--- src/rtl/ncms_pkg.sv ---
// Shared constants and types for the configuration mux switch.
package ncms_pkg;

  // ----------------------------------------------------------------------
  // Timing
  // ----------------------------------------------------------------------
  localparam int CLK_PERIOD_NS = 8;
  localparam int PROG_TIME_NS  = 3600000;
  // A least time, so the cycle count rounds up.
  localparam int PROG_CYCLES   =
    (PROG_TIME_NS + CLK_PERIOD_NS - 1) / CLK_PERIOD_NS;

  // ----------------------------------------------------------------------
  // Sizes and reset values
  // ----------------------------------------------------------------------
  localparam int         DATA_W    = 6;
  localparam int         NUM_CFG   = 4;
  localparam int         MAX_SEQ   = 4;
  localparam logic [5:0] CFG_RESET = 6'h00;
  localparam logic [7:0] CMD_RESET = 8'h00;
  // Fixed upper slave address bits; the value is arbitrary.
  localparam logic [4:0] ADDR_FIXED_DEF = 5'h0a;

  // ----------------------------------------------------------------------
  // Command codes: register addresses, then source patterns and masks
  // ----------------------------------------------------------------------
  localparam logic [7:0] CMD_CFG_LAST = 8'h03;
  localparam logic [7:0] CMD_INPUTS   = 8'hff;
  localparam logic [7:0] PAT_B0  = 8'hf8;
  localparam logic [7:0] MSK_B0  = 8'hff;
  localparam logic [7:0] PAT_B1  = 8'hfc;
  localparam logic [7:0] MSK_B1  = 8'hff;
  localparam logic [7:0] PAT_B2  = 8'hf9;
  localparam logic [7:0] MSK_B2  = 8'hfd;
  localparam logic [7:0] PAT_B3  = 8'hfd;
  localparam logic [7:0] MSK_B3  = 8'hfd;
  localparam logic [7:0] PAT_EXT = 8'hfa;
  localparam logic [7:0] MSK_EXT = 8'hfb;
  localparam logic [7:0] PAT_DEF = 8'hf9;
  localparam logic [7:0] MSK_DEF = 8'hf9;

  // ----------------------------------------------------------------------
  // Types
  // ----------------------------------------------------------------------
  typedef enum logic [1:0] {
    NCMS_SRC_PIN = 2'b00,
    NCMS_SRC_CFG = 2'b01,
    NCMS_SRC_EXT = 2'b10
  } ncms_src_e;

  typedef enum logic [2:0] {
    NCMS_ST_IDLE = 3'b000,
    NCMS_ST_RX   = 3'b001,
    NCMS_ST_ACK  = 3'b010,
    NCMS_ST_TX   = 3'b011,
    NCMS_ST_MACK = 3'b100
  } ncms_state_e;

  typedef enum logic [1:0] {
    NCMS_PH_ADDR = 2'b00,
    NCMS_PH_CMD  = 2'b01,
    NCMS_PH_DATA = 2'b10
  } ncms_phase_e;

  typedef struct packed {
    logic      valid;
    logic      reg_cfg;
    logic      reg_inputs;
    logic      src_cmd;
    ncms_src_e src_mode;
    logic [1:0] src_byte;
  } ncms_cmd_s;

  typedef struct packed {
    logic sda;
    logic scl_rise;
    logic scl_fall;
    logic start;
    logic stop;
  } ncms_line_s;

endpackage

--- src/rtl/ncms_cmd_decode.sv ---
// Command byte decoder: register addresses and output-source codes.
`timescale 1ns/100ps
`default_nettype none
module ncms_cmd_decode
(
  input  wire logic [7:0]        code,
  output ncms_pkg::ncms_cmd_s    dec
);

  function automatic logic hit(input logic [7:0] c,
                               input logic [7:0] pat,
                               input logic [7:0] msk);
    return (c & msk) == pat;
  endfunction

  logic is_cfg;
  logic is_in;
  logic b0;
  logic b1;
  logic b2;
  logic b3;
  logic ext;
  logic dfr;
  logic any_b;

  assign is_cfg = code <= ncms_pkg::CMD_CFG_LAST;
  assign is_in  = code == ncms_pkg::CMD_INPUTS;
  assign b0     = hit(code, ncms_pkg::PAT_B0, ncms_pkg::MSK_B0);
  assign b1     = hit(code, ncms_pkg::PAT_B1, ncms_pkg::MSK_B1);
  assign b2     = hit(code, ncms_pkg::PAT_B2, ncms_pkg::MSK_B2);
  assign b3     = hit(code, ncms_pkg::PAT_B3, ncms_pkg::MSK_B3);
  assign ext    = hit(code, ncms_pkg::PAT_EXT, ncms_pkg::MSK_EXT);
  assign dfr    = hit(code, ncms_pkg::PAT_DEF, ncms_pkg::MSK_DEF);
  assign any_b  = b0 | b1 | b2 | b3;

  // The input view code shares bits with the source patterns and wins.
  assign dec.reg_cfg    = is_cfg;
  assign dec.reg_inputs = is_in;
  assign dec.src_cmd    = ~is_in & (any_b | ext | dfr);
  assign dec.valid      = is_cfg | is_in | dec.src_cmd;
  // Specific byte and external codes take priority over the defer pattern.
  assign dec.src_mode   = any_b ? ncms_pkg::NCMS_SRC_CFG :
                          ext   ? ncms_pkg::NCMS_SRC_EXT :
                                  ncms_pkg::NCMS_SRC_PIN;
  assign dec.src_byte   = b0 ? 2'h0 : b1 ? 2'h1 : b2 ? 2'h2 : 2'h3;

endmodule // ncms_cmd_decode
`default_nettype wire

--- src/rtl/ncms_line_sampler.sv ---
// Edge and bus-condition detector for the two serial lines.
`timescale 1ns/100ps
`default_nettype none
module ncms_line_sampler
(
  input  wire logic              clock,
  input  wire logic              rst_n,
  input  wire logic              scl,
  input  wire logic              sda_in,
  output ncms_pkg::ncms_line_s   line
);

  logic scl_prev_q;
  logic sda_prev_q;

  // Idle lines are high, so the history starts high to avoid a false edge.
  always_ff @(posedge clock or negedge rst_n)
  begin
    if (!rst_n)
    begin
      scl_prev_q <= 1'b1;
      sda_prev_q <= 1'b1;
    end
    else
    begin
      scl_prev_q <= scl;
      sda_prev_q <= sda_in;
    end
  end

  assign line.sda      = sda_in;
  assign line.scl_rise = scl & ~scl_prev_q;
  assign line.scl_fall = ~scl & scl_prev_q;
  assign line.start    = scl & scl_prev_q & sda_prev_q & ~sda_in;
  assign line.stop     = scl & scl_prev_q & ~sda_prev_q & sda_in;

endmodule // ncms_line_sampler
`default_nettype wire

--- src/rtl/ncms_top.sv ---
// Serial-bus configuration store with a six-bit output multiplexer.
`timescale 1ns/100ps
`default_nettype none
module ncms_top
#(
  parameter int unsigned PROG_CYCLES = ncms_pkg::PROG_CYCLES,
  parameter logic [4:0]  ADDR_FIXED  = ncms_pkg::ADDR_FIXED_DEF
)
(
  input  wire logic        clock,
  input  wire logic        rst_n,
  input  wire logic        scl,
  input  wire logic        sda_in,
  output logic             sda_out,
  output logic             sda_oe,
  input  wire logic        addr_pin_low,
  input  wire logic        addr_pin_high,
  input  wire logic        write_protect,
  input  wire logic        select_pin,
  input  wire logic [5:0]  ext_in,
  output logic      [5:0]  mux_out,
  output logic      [5:0]  mux_out_oe
);

  localparam int BW = $clog2(PROG_CYCLES + 1);

  // ----------------------------------------------------------------------
  // State
  // ----------------------------------------------------------------------
  ncms_pkg::ncms_line_s  line;
  ncms_pkg::ncms_cmd_s   dec_rx;
  ncms_pkg::ncms_cmd_s   dec_cmd;
  ncms_pkg::ncms_state_e state_q;
  ncms_pkg::ncms_phase_e phase_q;
  ncms_pkg::ncms_src_e   src_q;
  logic [3:0]            bit_cnt_q;
  logic [7:0]            shreg_q;
  logic [7:0]            tx_q;
  logic                  sda_oe_q;
  logic                  rw_q;
  logic                  more_q;
  logic [7:0]            cmd_q;
  logic [1:0]            ptr_q;
  logic [1:0]            cfg_sel_q;
  logic [5:0]            cfg_q   [ncms_pkg::NUM_CFG];
  logic [5:0]            stage_q [ncms_pkg::NUM_CFG];
  logic [3:0]            stage_v_q;
  logic [2:0]            wcount_q;
  logic                  abort_q;
  logic [BW-1:0]         busy_cnt_q;
  logic [5:0]            mux_out_q;
  logic [5:0]            mux_out_oe_q;

  ncms_line_sampler u_line
  (
    .clock  (clock),
    .rst_n  (rst_n),
    .scl    (scl),
    .sda_in (sda_in),
    .line   (line)
  );

  ncms_cmd_decode u_dec_rx
  (
    .code (shreg_q),
    .dec  (dec_rx)
  );

  ncms_cmd_decode u_dec_cmd
  (
    .code (cmd_q),
    .dec  (dec_cmd)
  );

  // ----------------------------------------------------------------------
  // Decisions on received bytes, read loads, the STOP commit and the output source
  // ----------------------------------------------------------------------
  logic       busy;
  logic       byte_done;
  logic [6:0] my_addr;
  logic       addr_hit;
  logic       cmd_ok;
  logic       data_cfg;
  logic       data_ok;
  logic       data_over;
  logic       ack_now;
  logic       src_take;
  logic       tx_load;
  logic       rd_adv;
  logic       ptr_adv;
  logic       commit;
  logic [7:0] rd_byte;
  logic       use_ext;
  logic [5:0] mux_val;

  assign busy      = busy_cnt_q != '0;
  assign byte_done = (state_q == ncms_pkg::NCMS_ST_RX) && line.scl_fall &&
                     (bit_cnt_q == 4'h8);
  assign my_addr   = {ADDR_FIXED, addr_pin_high, addr_pin_low};
  assign addr_hit  = byte_done && (phase_q == ncms_pkg::NCMS_PH_ADDR) &&
                     (shreg_q[7:1] == my_addr) && !busy;
  assign cmd_ok    = byte_done && (phase_q == ncms_pkg::NCMS_PH_CMD) &&
                     dec_rx.valid;
  // Data after a source or input-view command is never acknowledged.
  assign data_cfg  = byte_done && (phase_q == ncms_pkg::NCMS_PH_DATA) &&
                     dec_cmd.reg_cfg && !write_protect;
  assign data_ok   = data_cfg &&
                     (wcount_q < 3'(ncms_pkg::MAX_SEQ));
  assign data_over = data_cfg &&
                     (wcount_q == 3'(ncms_pkg::MAX_SEQ));
  assign ack_now   = addr_hit | cmd_ok | data_ok;
  assign src_take  = cmd_ok && dec_rx.src_cmd;
  assign tx_load   = line.scl_fall &&
                     (((state_q == ncms_pkg::NCMS_ST_ACK) && rw_q) ||
                      ((state_q == ncms_pkg::NCMS_ST_MACK) && more_q));
  assign rd_adv    = tx_load && dec_cmd.reg_cfg;
  assign ptr_adv   = data_ok || rd_adv;
  assign commit    = line.stop && !abort_q && (stage_v_q != 4'h0);
  // Unused upper bits read as zero for both kinds of register.
  assign rd_byte   = dec_cmd.reg_inputs ? {2'b00, ext_in} :
                     dec_cmd.reg_cfg    ? {2'b00, cfg_q[ptr_q]} :
                                          cmd_q;
  assign use_ext   = (src_q == ncms_pkg::NCMS_SRC_PIN) ? select_pin :
                     (src_q == ncms_pkg::NCMS_SRC_EXT);
  assign mux_val   = use_ext ? ext_in : cfg_q[cfg_sel_q];

  // ----------------------------------------------------------------------
  // Bit-level protocol engine
  // ----------------------------------------------------------------------
  always_ff @(posedge clock or negedge rst_n)
  begin
    if (!rst_n)
    begin
      state_q   <= ncms_pkg::NCMS_ST_IDLE;
      phase_q   <= ncms_pkg::NCMS_PH_ADDR;
      bit_cnt_q <= 4'h0;
      shreg_q   <= 8'h00;
      tx_q      <= 8'h00;
      sda_oe_q  <= 1'b0;
      more_q    <= 1'b0;
    end
    else if (line.start)
    begin
      state_q   <= ncms_pkg::NCMS_ST_RX;
      phase_q   <= ncms_pkg::NCMS_PH_ADDR;
      bit_cnt_q <= 4'h0;
      sda_oe_q  <= 1'b0;
    end
    else if (line.stop)
    begin
      state_q  <= ncms_pkg::NCMS_ST_IDLE;
      sda_oe_q <= 1'b0;
    end
    else
    begin
      unique case (state_q)
        ncms_pkg::NCMS_ST_IDLE:
        begin
          sda_oe_q <= 1'b0;
        end
        ncms_pkg::NCMS_ST_RX:
        begin
          if (line.scl_rise)
          begin
            shreg_q   <= {shreg_q[6:0], line.sda};
            bit_cnt_q <= bit_cnt_q + 4'h1;
          end
          else if (byte_done)
          begin
            // A refused byte leaves the line released and waits for START.
            state_q  <= ack_now ? ncms_pkg::NCMS_ST_ACK :
                                  ncms_pkg::NCMS_ST_IDLE;
            sda_oe_q <= ack_now;
          end
        end
        ncms_pkg::NCMS_ST_ACK:
        begin
          if (tx_load)
          begin
            state_q   <= ncms_pkg::NCMS_ST_TX;
            tx_q      <= rd_byte;
            sda_oe_q  <= ~rd_byte[7];
            bit_cnt_q <= 4'h0;
          end
          else if (line.scl_fall)
          begin
            state_q   <= ncms_pkg::NCMS_ST_RX;
            sda_oe_q  <= 1'b0;
            bit_cnt_q <= 4'h0;
            phase_q   <= (phase_q == ncms_pkg::NCMS_PH_ADDR) ?
                         ncms_pkg::NCMS_PH_CMD :
                         ncms_pkg::NCMS_PH_DATA;
          end
        end
        ncms_pkg::NCMS_ST_TX:
        begin
          if (line.scl_rise)
          begin
            bit_cnt_q <= bit_cnt_q + 4'h1;
          end
          else if (line.scl_fall)
          begin
            if (bit_cnt_q == 4'h8)
            begin
              state_q  <= ncms_pkg::NCMS_ST_MACK;
              sda_oe_q <= 1'b0;
            end
            else
            begin
              tx_q     <= {tx_q[6:0], 1'b0};
              sda_oe_q <= ~tx_q[6];
            end
          end
        end
        ncms_pkg::NCMS_ST_MACK:
        begin
          if (line.scl_rise)
          begin
            more_q <= ~line.sda;
          end
          else if (tx_load)
          begin
            state_q   <= ncms_pkg::NCMS_ST_TX;
            tx_q      <= rd_byte;
            sda_oe_q  <= ~rd_byte[7];
            bit_cnt_q <= 4'h0;
          end
          else if (line.scl_fall)
          begin
            state_q <= ncms_pkg::NCMS_ST_IDLE;
          end
        end
        default:
        begin
          state_q  <= ncms_pkg::NCMS_ST_IDLE;
          sda_oe_q <= 1'b0;
        end
      endcase
    end
  end

  // ----------------------------------------------------------------------
  // Command, pointer and output source
  // ----------------------------------------------------------------------
  always_ff @(posedge clock or negedge rst_n)
  begin
    if (!rst_n)
    begin
      rw_q      <= 1'b0;
      cmd_q     <= ncms_pkg::CMD_RESET;
      ptr_q     <= 2'h0;
      src_q     <= ncms_pkg::NCMS_SRC_PIN;
      cfg_sel_q <= 2'h0;
    end
    else
    begin
      if (addr_hit)
        rw_q <= shreg_q[0];
      if (cmd_ok)
        cmd_q <= shreg_q;
      // The 2-bit pointer wraps on its own past the last location.
      if (cmd_ok && dec_rx.reg_cfg)
        ptr_q <= shreg_q[1:0];
      else if (ptr_adv)
        ptr_q <= ptr_q + 2'h1;
      if (src_take)
        src_q <= dec_rx.src_mode;
      if (src_take && (dec_rx.src_mode == ncms_pkg::NCMS_SRC_CFG))
        cfg_sel_q <= dec_rx.src_byte;
    end
  end

  // ----------------------------------------------------------------------
  // Write staging, programming and busy interval
  // ----------------------------------------------------------------------
  // Bytes are staged and only programmed together at STOP, so an
  // aborted sequence leaves every location untouched.
  always_ff @(posedge clock or negedge rst_n)
  begin
    if (!rst_n)
    begin
      stage_v_q  <= 4'h0;
      wcount_q   <= 3'h0;
      abort_q    <= 1'b0;
      busy_cnt_q <= '0;
    end
    else
    begin
      if (line.start || line.stop)
      begin
        stage_v_q <= 4'h0;
        wcount_q  <= 3'h0;
        abort_q   <= 1'b0;
      end
      else if (data_ok)
      begin
        stage_v_q[ptr_q] <= 1'b1;
        wcount_q         <= wcount_q + 3'h1;
      end
      else if (data_over)
        abort_q <= 1'b1;
      if (commit)
        busy_cnt_q <= BW'(PROG_CYCLES);
      else if (busy)
        busy_cnt_q <= busy_cnt_q - BW'(1);
    end
  end

  genvar gi;
  generate
    for (gi = 0; gi < ncms_pkg::NUM_CFG; gi++)
    begin : g_cfg
      always_ff @(posedge clock or negedge rst_n)
      begin
        if (!rst_n)
        begin
          cfg_q[gi]   <= ncms_pkg::CFG_RESET;
          stage_q[gi] <= ncms_pkg::CFG_RESET;
        end
        else
        begin
          // Bits 7 and 6 of written data are dropped here.
          if (data_ok && (ptr_q == 2'(gi)))
            stage_q[gi] <= shreg_q[5:0];
          if (commit && stage_v_q[gi])
            cfg_q[gi] <= stage_q[gi];
        end
      end
    end
  endgenerate

  // ----------------------------------------------------------------------
  // Output multiplexer, registered; open drain pulls low for a zero
  // ----------------------------------------------------------------------
  always_ff @(posedge clock or negedge rst_n)
  begin
    if (!rst_n)
    begin
      mux_out_q    <= 6'h00;
      mux_out_oe_q <= 6'h00;
    end
    else
    begin
      mux_out_q    <= mux_val;
      mux_out_oe_q <= ~mux_val;
    end
  end

  assign sda_out    = 1'b0;
  assign sda_oe     = sda_oe_q;
  assign mux_out    = mux_out_q;
  assign mux_out_oe = mux_out_oe_q;
endmodule // ncms_top
`default_nettype wire

--- config.mk ---
export PLATFORM = sky130hd
export DESIGN_NAME = ncms_top
export DESIGN_NICKNAME = d
export VERILOG_FILES = /design/src/rtl/ncms_pkg.sv /design/src/rtl/ncms_cmd_decode.sv /design/src/rtl/ncms_line_sampler.sv /design/src/rtl/ncms_top.sv
export SDC_FILE = /design/constraint.sdc
export NUM_CORES = 1
export LEC_CHECK = 0
export BUFFER_PORTS_ARGS = -buffer_cell sky130_fd_sc_hd__buf_2
export CAP_MARGIN = 20
export CORE_MARGIN = 2
export CORE_UTILIZATION = 46
export DETAILED_ROUTE_END_ITERATION = 10
export PLACE_DENSITY = 0.71
export SLEW_MARGIN = 10
export SYNTH_ARGS = -nofsm -noshare
export SYNTH_HDL_FRONTEND = slang
export SYNTH_SLANG_ARGS = --single-unit
export TNS_END_PERCENT = 5
--- constraint.sdc ---
create_clock -name clock -period 2.35 [get_ports clock]
set_input_delay 0.235 -clock clock [delete_from_list [all_inputs] [get_ports clock]]
set_output_delay 0.235 -clock clock [all_outputs]
set_load 0.005 [all_outputs]
==> flow_summary.ini, run 1 <==
[critical_path]
r2r-start = cmd_q[5]
cp_max_fo = 6
crit_path_cell_trace = or4_1, nor4_2, and2_2, nand2_2, mux2_1
critical_path_buf_inv_count = 0
crit_arrival_ns = 2.52
cp_slowest_cell = or4_1
critPathLaunch = cmd_q[5]
max_stage_delay_ns = 0.60
crit_required_ns = 2.64
cp_top_family = simple AND/OR/NAND/NOR gates
worstSetupPathType = flop to flop
start_kind = flop
worst_setup_path_end_kind = flop

[detailed_routing]
drt_iter0_markers = 343
drtAntennaViolNets = 0
drc = 0
dr.pass1.iters = 5
detail_route.wl_per_cell_um = 18.3
vias_per_cell = 5.60
drt_wl_total_mm = 14.1
via_count = 4321

[timing]
timing.fmax_mhz = 448
hold_viol = 0
final_max_slew_viol_count = 0
rsz0062_at_grt = no
finClkSkew_ns = 0.00753
fin_setup_tns_ns = 0
worst_slew_pin_slew_ns = 0.516
period_share_pct = 94.9
setup_viol = 0
slew_headroom_pct = 65.6
hold_ws_ns = 0.0335
finalCriticalPeriod_ns = 2.23

[synth]
ys_top_cells_by_count = dfrtp_1, mux2_2, nand2_1
yosysTopAreaCellShare_pct = 51.6
syn_avg_cell_area_um2 = 11.5
synthArstFlopShare_pct = 100
yosysMostFrequentCell = dfrtp_1
ys_ff_latch = 130
synth_xor_area_share_pct = 2.40
muxShareOfSynthArea_pct = 16.4
synth_compound_area_share_pct = 10.3
synth_flop_cell = dfrtp_1
synth_top_family_by_area = multiplexers
synth_top_area_cell = dfrtp_1
synthDistinctLibCells = 64
syn_area_um2 = 6210
synthAdderAreaFrac_pct = 1.81
seq_area_frac_synth_pct = 52.5
yosys-top-cells-area = dfrtp_1, mux2_2, mux4_2
synthCells = 538
synth_warnings = 0
syn_nets = 561
synthSimpleGateAreaFrac_pct = 13.6
synth_edf_count = 0

[power]
p_per_area_nw_per_um2 = 806
p_switching_w = 0.00138
switching_share_pct = 23.5
pwr-share-seq_pct = 42.4
p_leak_nw = 3.35
intPower_w = 0.00451
pwr-share-comb_pct = 8.9
peakVddDrop_uv = 474
power.share.clock_pct = 48.7

[floorplan]
rows = 42
dieArea_um2 = 14400
die_x_um = 120
io_pins = 28
die_y_um = 120
start_util_pct = 47.0
core_um2 = 13200

[cells_and_area]
seq_area_um2 = 3260
final_nets = 606
area_growth_pct = 17.7
drive_above_1_share_pct = 27.7
fillers = 1095
antenna_cells = 0
multiInputGateArea_um2 = 2770

[global_routing]
grt_antenna_before_repair = 0
grt_pass1_wl_mm = 23.9
grtUsageTotal_pct = 21.5
grt_start_max_net_pins = 50
grt_pass1_vias = 4616
grt-ovfl-total = 0

[clocking]
clock_path_buffers = 2
cts-root-buf = clkbuf_16
tritoncts = yes
cts_setup_buffers = 0
clkLatencyLatePin_ns = 0.42
clkSlewWorstSetupHoldPaths_ns = 0.06
clkSinkCount = 130
htree_levels = 4
cts_buffers = 17

[job]
drv_cap = 0

[worst_hold_path]
holdCritStartpoint = ext_in[1]
hp-class = primary input to flop

[run_status]
status = finished clean

[place]
gp_congestion = 0.832
dp_hpwl_mm = 9.82
numPortBuffers = 26
-- repair_timing --
action / CTS / global route
gates resized for setup: 0 / 0
hold buffers: 3 / 0
endpoints found under the hold margin: 32 / 0
-- layout make-up --
cell class                      count  share of cell area, %
Multi-Input combinational cell    362                   37.9
Clock inverter                      9                   2.45
Timing Repair Buffer               50                   4.55
Sequential cell                   130                   44.6
Inverter                           22                   1.13
Clock buffer                       22                   6.35
Tap cell                          176                   3.01
-- placed cells by master (no fill, tap or decap), types with 6 or more instances in the layout --
master     instances
a21oi_1           22
mux2_2            57
mux4_2            12
nand2b_1           7
ha_1               9
buf_4             21
buf_2             25
dfrtp_1          128
nor3_1             9
nand3_1            6
clkbuf_16         17
o211ai_1          10
xor2_1            11
xnor2_1            6
mux2i_1            8
a2bb2oi_1          6
inv_1             22
nor2b_1            8
or4_1              6
o21ai_0           33
nor2_1            32
nand2_1           43
-- cells by family after synthesis --
| group | count (synthesis) |
|---|---|
| buf+inv | 46 |
| fa+ha+maj | 9 |
| compound gates | 101 |
| other cells | 1 |
| simple gates | 155 |
| xor+xnor | 17 |
| flops | 130 |
| mux | 79 |
-- routing by layer --
layer | wire (um) | global-route usage (%)
met1 | 6370 | 27.8
met2 | 7000 | 35.1
met3 | 417 | 4.18
met4 | 327 | 9.56
met5 | 0 | 0
-- power groups by stage --
stage / clock [W] / sequential (W) / combinational (W)
detailed placement: 0 / 0.00253 / 0.000519
global route: 0.00302 / 0.00252 / 0.000584
floorplan: 0 / 0.00249 / 0.000283
CTS: 0.00291 / 0.00249 / 0.000529
global placement: 0 / 0.00252 / 0.000499
finish: 0.00287 / 0.00249 / 0.000526
-- worst paths after layout --
path / to / slack (ns) / cells past startpoint
max in group asynchronous: stage_q[10] / 1.26 / 3
hold / removal: mux_out_oe[1] / 0.03 / 2
setup reg to reg: stage_q[5] / 0.12 / 5
min in group asynchronous: mux_out_oe[3] / 0.32 / 2
setup / recovery: stage_q[5] / 0.12 / 5
hold reg to reg: bit_cnt_q[3] / 0.48 / 1
-- stage by stage --
stage / setup WS [ns] / power [W] / instances / instance area [um2] / utilization, %
2_1_floorplan: 0.313 / 0.00278 / 538 / 6210 / -
3_3_place_gp: 0.227 / 0.00302 / 737 / 6630 / 50.3
3_5_place_dp: 0.200 / 0.00305 / 737 / 6630 / 50.3
4_1_cts: 0.137 / 0.00593 / 771 / 7310 / 55.4
5_1_grt: 0.0178 / 0.00612 / 771 / 7310 / 55.4
6_report: 0.119 / 0.00589 / 771 / 7310 / 55.4
-- registers in the layout (all words and copies together) (netlist names) --
name               cells
cfg_q                 24
stage_q               24
busy_cnt_q            19
cmd_q                  8
shreg_q                8
tx_q                   7
mux_out                6
mux_out_oe             6
bit_cnt_q              4
stage_v_q              4
state_q                3
wcount_q               3
cfg_sel_q              2
phase_q                2
ptr_q                  2
src_q                  2
abort_q                1
more_q                 1
rw_q                   1
sda_oe                 1
u_line.scl_prev_q      1
u_line.sda_prev_q      1
(Power assumes the default switching activity.)
==> run 2: changes to the inputs <==
Settings changed: PLACE_DENSITY 0.71 to 0.74.
Clock period 2.35 ns to 2.05 ns, I/O delays scaled along.
==> run 2 against run 1 <==
  * The run now ends with negative setup slack left
  * Critical path depth fell by 1
  * Worst hold slack worse by 0.014 ns
  * Fmax rose by 4.2%
  * Global-route usage up 0.056 points
  * Clock power barely moved
  * Sequential share of layout area shrank 1.3 points
  * Combinational power increased by 33%
  * First-iteration DRC count increased by 13%
  * Cell count rose by 3.6%
  * Total power rose by 8.3%
  * Critical path type unchanged
  * Largest power group unchanged
==> flow_summary.ini, run 2 (same netlist as run 1, synthesis figures left out) <==
[run_status]
status = complete, but fails checks
failed_checks = negative setup slack

[detailed_routing]
drt_iter0_markers = 389
drtAntennaViolNets = 0
dr.pass1.iters = 5
drc = 0
vias_per_cell = 5.68
drt_wl_total_mm = 14.4
via_count = 4538
detail_route.wl_per_cell_um = 18.0

[global_routing]
grt-ovfl-total = 0
use_met2_pct = 34.9
busiest_layer = met2
grt_use_met1_pct = 27.3
grtUsageTotal_pct = 21.5
grt_start_max_net_pins = 72
grt_pass1_vias = 4767
grt_antenna_before_repair = 0
grt_pass1_wl_mm = 23.8
use_met3_pct = 5.70

[critical_path]
worstSetupPathType = flop to flop
cp_slowest_cell = or4_4
cp_max_fo = 4
cp_top_family = simple AND/OR/NAND/NOR gates
start_kind = flop
worstRegToRegCells = 4
max_stage_delay_ns = 0.51
rr_endpoint = rw_q
worst_setup_path_end_kind = flop
crit_required_ns = 2.35
crit_path_cell_trace = or3b_4, or4_4, nor4_4, mux2_4
r2r-start = state_q[2]
critical_path_buf_inv_count = 0
r2r_setup_slack_ns = -0.09
crit_arrival_ns = 2.44

[place]
numPortBuffers = 26
dp_slack_ns = -0.0652
dp_hpwl_mm = 10.4
gp_congestion = 0.880
numPlacedInstances = 762

[worst_hold_path]
hold_path_depth = 2
hp-class = primary input to flop
holdCritStartpoint = ext_in[1]
hold_end = mux_out_oe[1]

[floorplan]
start_util_pct = 47.0
die_y_um = 120
rows = 42
io_pins = 28
die_x_um = 120
core_um2 = 13200
dieArea_um2 = 14400

[timing]
period_share_pct = 104
slew_headroom_pct = 65.9
worst_slew_pin_slew_ns = 0.508
final_max_slew_viol_count = 0
setup_viol = 5
finClkSkew_ns = 0.00859
rsz0062_at_grt = yes
finalCriticalPeriod_ns = 2.14
timing.fmax_mhz = 467
hold_viol = 0
setup_ws_ns = -0.0921

[clocking]
cts_buffers = 17
tritoncts = yes
clkLatencyLatePin_ns = 0.42
clkSinkCount = 130
clock_path_buffers = 2
clkSlewWorstSetupHoldPaths_ns = 0.06
cts-root-buf = clkbuf_16
htree_levels = 4

[cells_and_area]
final_cell_mix = dfrtp_1, mux2_2, buf_4
final_nets = 633
fillers = 1046
antenna_cells = 0
area_growth_pct = 21.3
final_common_cell = dfrtp_1
drive_above_1_share_pct = 32.6
top_regs = cfg_q x24, stage_q x24, busy_cnt_q x19
final_cells = 799

[power]
peakVddDrop_uv = 548
p_per_area_nw_per_um2 = 847
p_leak_nw = 3.46

[job]
drv_cap = 0
run 2: changes by cell type in the layout (fill, tap and decap cells not counted), moves of 3 or more:
cell and change:
or2_4 +3, mux2_2 -3, buf_4 +24, mux2_4 +4
bufinv_16 -4
run 2: what timing repair did:
action / CTS / global route
pin swaps: 4 / 7
hold buffers: 4 / 0
endpoints found under the setup margin: 30 / 43
setup buffers: 0 / 1
endpoints found under the hold margin: 29 / 0
gates resized for setup: 5 / 17
run 2: worst max-delay path by stage:
stage | startpoint | end | slack [ns] | cells after the start
6_report | state_q[2] | rw_q | -0.09 | 4
5_1_grt | state_q[2] | sda_oe | -0.19 | 5
4_1_cts | shreg_q[7] | rw_q | -0.07 | 4
3_5_place_dp | state_q[1] | cmd_q[2] | -0.07 | 4
3_3_place_gp | state_q[1] | cmd_q[2] | -0.02 | 4
2_1_floorplan | state_q[1] | rw_q | 0.01 | 4
run 2: per-stage QoR:
step / util (%) / setup TNS (ns) / power, W / instance area [um2] / hold slack [ns]
final: 57.1 / -0.347 / 0.00638 / 7530 / 0.0194
after global routing: 57.1 / -1.37 / 0.00665 / 7530 / 0.00996
after CTS: 56.5 / -0.138 / 0.00641 / 7450 / 0.00467
after detailed placement: 51.8 / -0.385 / 0.00355 / 6830 / 0.162
after global placement: 51.8 / -0.0687 / 0.00351 / 6830 / 0.156
after floorplan: - / 0 / 0.00318 / 6210 / -0.0906
run 2: routing by layer:
layer | part of all wire, % | vias to the layer above
met1 | 43 | 2301
li1 | - | 2077
met4 | 2.3 | 0
met3 | 4.8 | 27
met5 | 0 | -
met2 | 50 | 133
run 2: final cells by class:
type,count,area [um2],area share (%)
tap,176,220,2.93
clock buffer,21,450,5.98
sequential,130,3260,43.3
multi-input combinational,362,2860,38.0
clock inverter,11,105,1.40
inverter,22,82.6,1.10
timing repair buffer,77,554,7.36
run 2: power breakdown:
group	internal [W]	total (W)	switching [W]
Combinational	0.000293	0.000699	0.000406
Clock	0.00170	0.00285	0.00114
Sequential	0.00271	0.00283	0.000125
run 2: worst register-to-register path: cells and delay by family (launching register included):
kind             cells  cell delay, ns
and+or+nand+nor      3            1.31
DFF                  1            0.39
muxes                1            0.33
==> run 3: changes to the inputs <==
Settings changed: PLACE_DENSITY 0.74 to unset.
==> run 3 against run 2 <==
  * The flow still finishes with violations (negative setup slack)
  * First-iteration DRC count fell by 32%
  * Sequential power hardly changed
  * Global-route usage rose by 0.42 points
  * Critical path depth unchanged
  * Non-clock buffer count increased by 8
  * Largest power group unchanged
  * Design area increased by 2.4%
  * Fmax grew 1.5%
  * Wire length grew 1.7%
  * Critical endpoint unchanged
==> flow_summary.ini, run 3 (same netlist as run 1, synthesis figures left out) <==
[critical_path]
max_stage_delay_ns = 0.55
critPathLaunch = shreg_q[5]
crit_path_cell_trace = or3_4, or4_4, nor4_4, mux2_4
worstSetupPathType = flop to flop
r2r-start = shreg_q[5]
cp_slowest_cell = or4_4
cp_max_fo = 3
start_kind = flop
worst_setup_path_end_kind = flop
crit_arrival_ns = 2.42
crit_required_ns = 2.36
cp_top_family = simple AND/OR/NAND/NOR gates
critical_path_buf_inv_count = 0

[detailed_routing]
detail_route.wl_per_cell_um = 18.1
via_count = 4426
vias_per_cell = 5.48
drc = 0
drtAntennaViolNets = 0
drt_iter0_markers = 264
dr.pass1.iters = 4
drt_wl_total_mm = 14.6

[cells_and_area]
final_common_cell = dfrtp_1
top_regs = cfg_q x24, stage_q x24, busy_cnt_q x19
antenna_cells = 0
area_growth_pct = 24.2
fillers = 1140
drive_above_1_share_pct = 34.5
final_cell_mix = dfrtp_1, mux2_2, buf_4
final_nets = 641

[place]
dp_hpwl_mm = 10.5
dp_slack_ns = -0.0950
numPortBuffers = 26
gp_congestion = 0.823

[run_status]
status = complete, but fails checks
failed_checks = negative setup slack

[clocking]
cts-root-buf = clkbuf_16
htree_levels = 4
clkLatencyLatePin_ns = 0.43
clkSlewWorstSetupHoldPaths_ns = 0.06
cts_buffers = 17
clkSinkCount = 130
clock_path_buffers = 2
tritoncts = yes

[timing]
finClkSkew_ns = 0.0102
setup_ws_ns = -0.0600
hold_viol = 0
setup_viol = 5
finalCriticalPeriod_ns = 2.11
slew_headroom_pct = 60.2
hold_ws_ns = 0.0136
period_share_pct = 103
rsz0062_at_grt = yes
timing.fmax_mhz = 474
final_max_slew_viol_count = 0
worst_slew_pin_slew_ns = 0.598

[floorplan]
die_x_um = 120
dieArea_um2 = 14400
core_um2 = 13200
io_pins = 28
die_y_um = 120
start_util_pct = 47.0
rows = 42

[worst_hold_path]
holdCritStartpoint = ext_in[4]
hp-class = primary input to flop

[global_routing]
grt-ovfl-total = 0
grtUsageTotal_pct = 22.0
grt_pass1_vias = 4659
grt_start_max_net_pins = 44
grt_antenna_before_repair = 0
grt_pass1_wl_mm = 24.0

[power]
p_per_area_nw_per_um2 = 867
p_leak_nw = 3.58
peakVddDrop_uv = 602

[job]
drv_cap = 0
[run 3: cell types whose count changed in the layout (fill, tap and decap cells not counted), moves of 2 or more]
cell	previous run	this run
nand2_2	4	0
bufinv_16	1	3
buf_6	1	3
nand2_4	0	4
nor4_4	2	4
nor4_1	5	3
clkbuf_1	3	0
nor3_1	9	7
nor3_2	0	2
buf_4	45	50
clkinv_4	2	5
[run 3: layout make-up]
class	count	area, um2	area share, %
tap	176	220	2.86
clock inverter	15	184	2.39
inverter	22	82.6	1.07
multi-input combinational	362	2910	37.8
sequential	130	3260	42.3
timing repair buffer	85	624	8.10
clock buffer	17	425	5.52
[run 3: worst register-to-register path: stages, from the launching register on]
cell     delay [ns]
dfrtp_1        0.38
or3_4          0.39
or4_4          0.55
nor4_4         0.34
mux2_4         0.33
[run 3: what timing repair did]
item                                    CTS  global route
endpoints found under the setup margin   39            52
resized for setup                        10            24
pin swaps                                 4             8
hold buffers                              5             0
hold endpoints to repair                 43             0
buffers inserted                          0             1
[run 3: layer usage]
metal	routed length, um	track usage (%)
met5	0	0
met1	6540	28.1
met4	262	8.82
met3	427	5.23
met2	7370	36.0
[run 3: per-stage QoR]
step                util [%]  instances  total power (W)  setup TNS [ns]  cell area (um2)
floorplan                  -        538          0.00318               0             6210
global placement        52.2        769          0.00355          -0.333             6890
detailed placement      52.2        769          0.00358           -1.91             6890
CTS                     57.5        806          0.00672         -0.0884             7580
global route            58.4        807          0.00693           -1.83             7700
finish                  58.4        807          0.00668          -0.159             7700
[run 3: report_power, final]
group | internal, W | switching (W)
combinational | 0.000317 | 0.000422
clock | 0.00192 | 0.00118
sequential | 0.00271 | 0.000138
[run 3: worst paths after layout]
kind	slack, ns	endpoint	depth (start not counted)
setup / recovery	-0.06	rw_q	4
hold / removal	0.01	mux_out_oe[4]	2
setup reg to reg	-0.06	rw_q	4
hold reg to reg	0.48	tx_q[5]	2
max in group asynchronous	1.04	u_line.scl_prev_q	3
min in group asynchronous	0.32	busy_cnt_q[11]	2
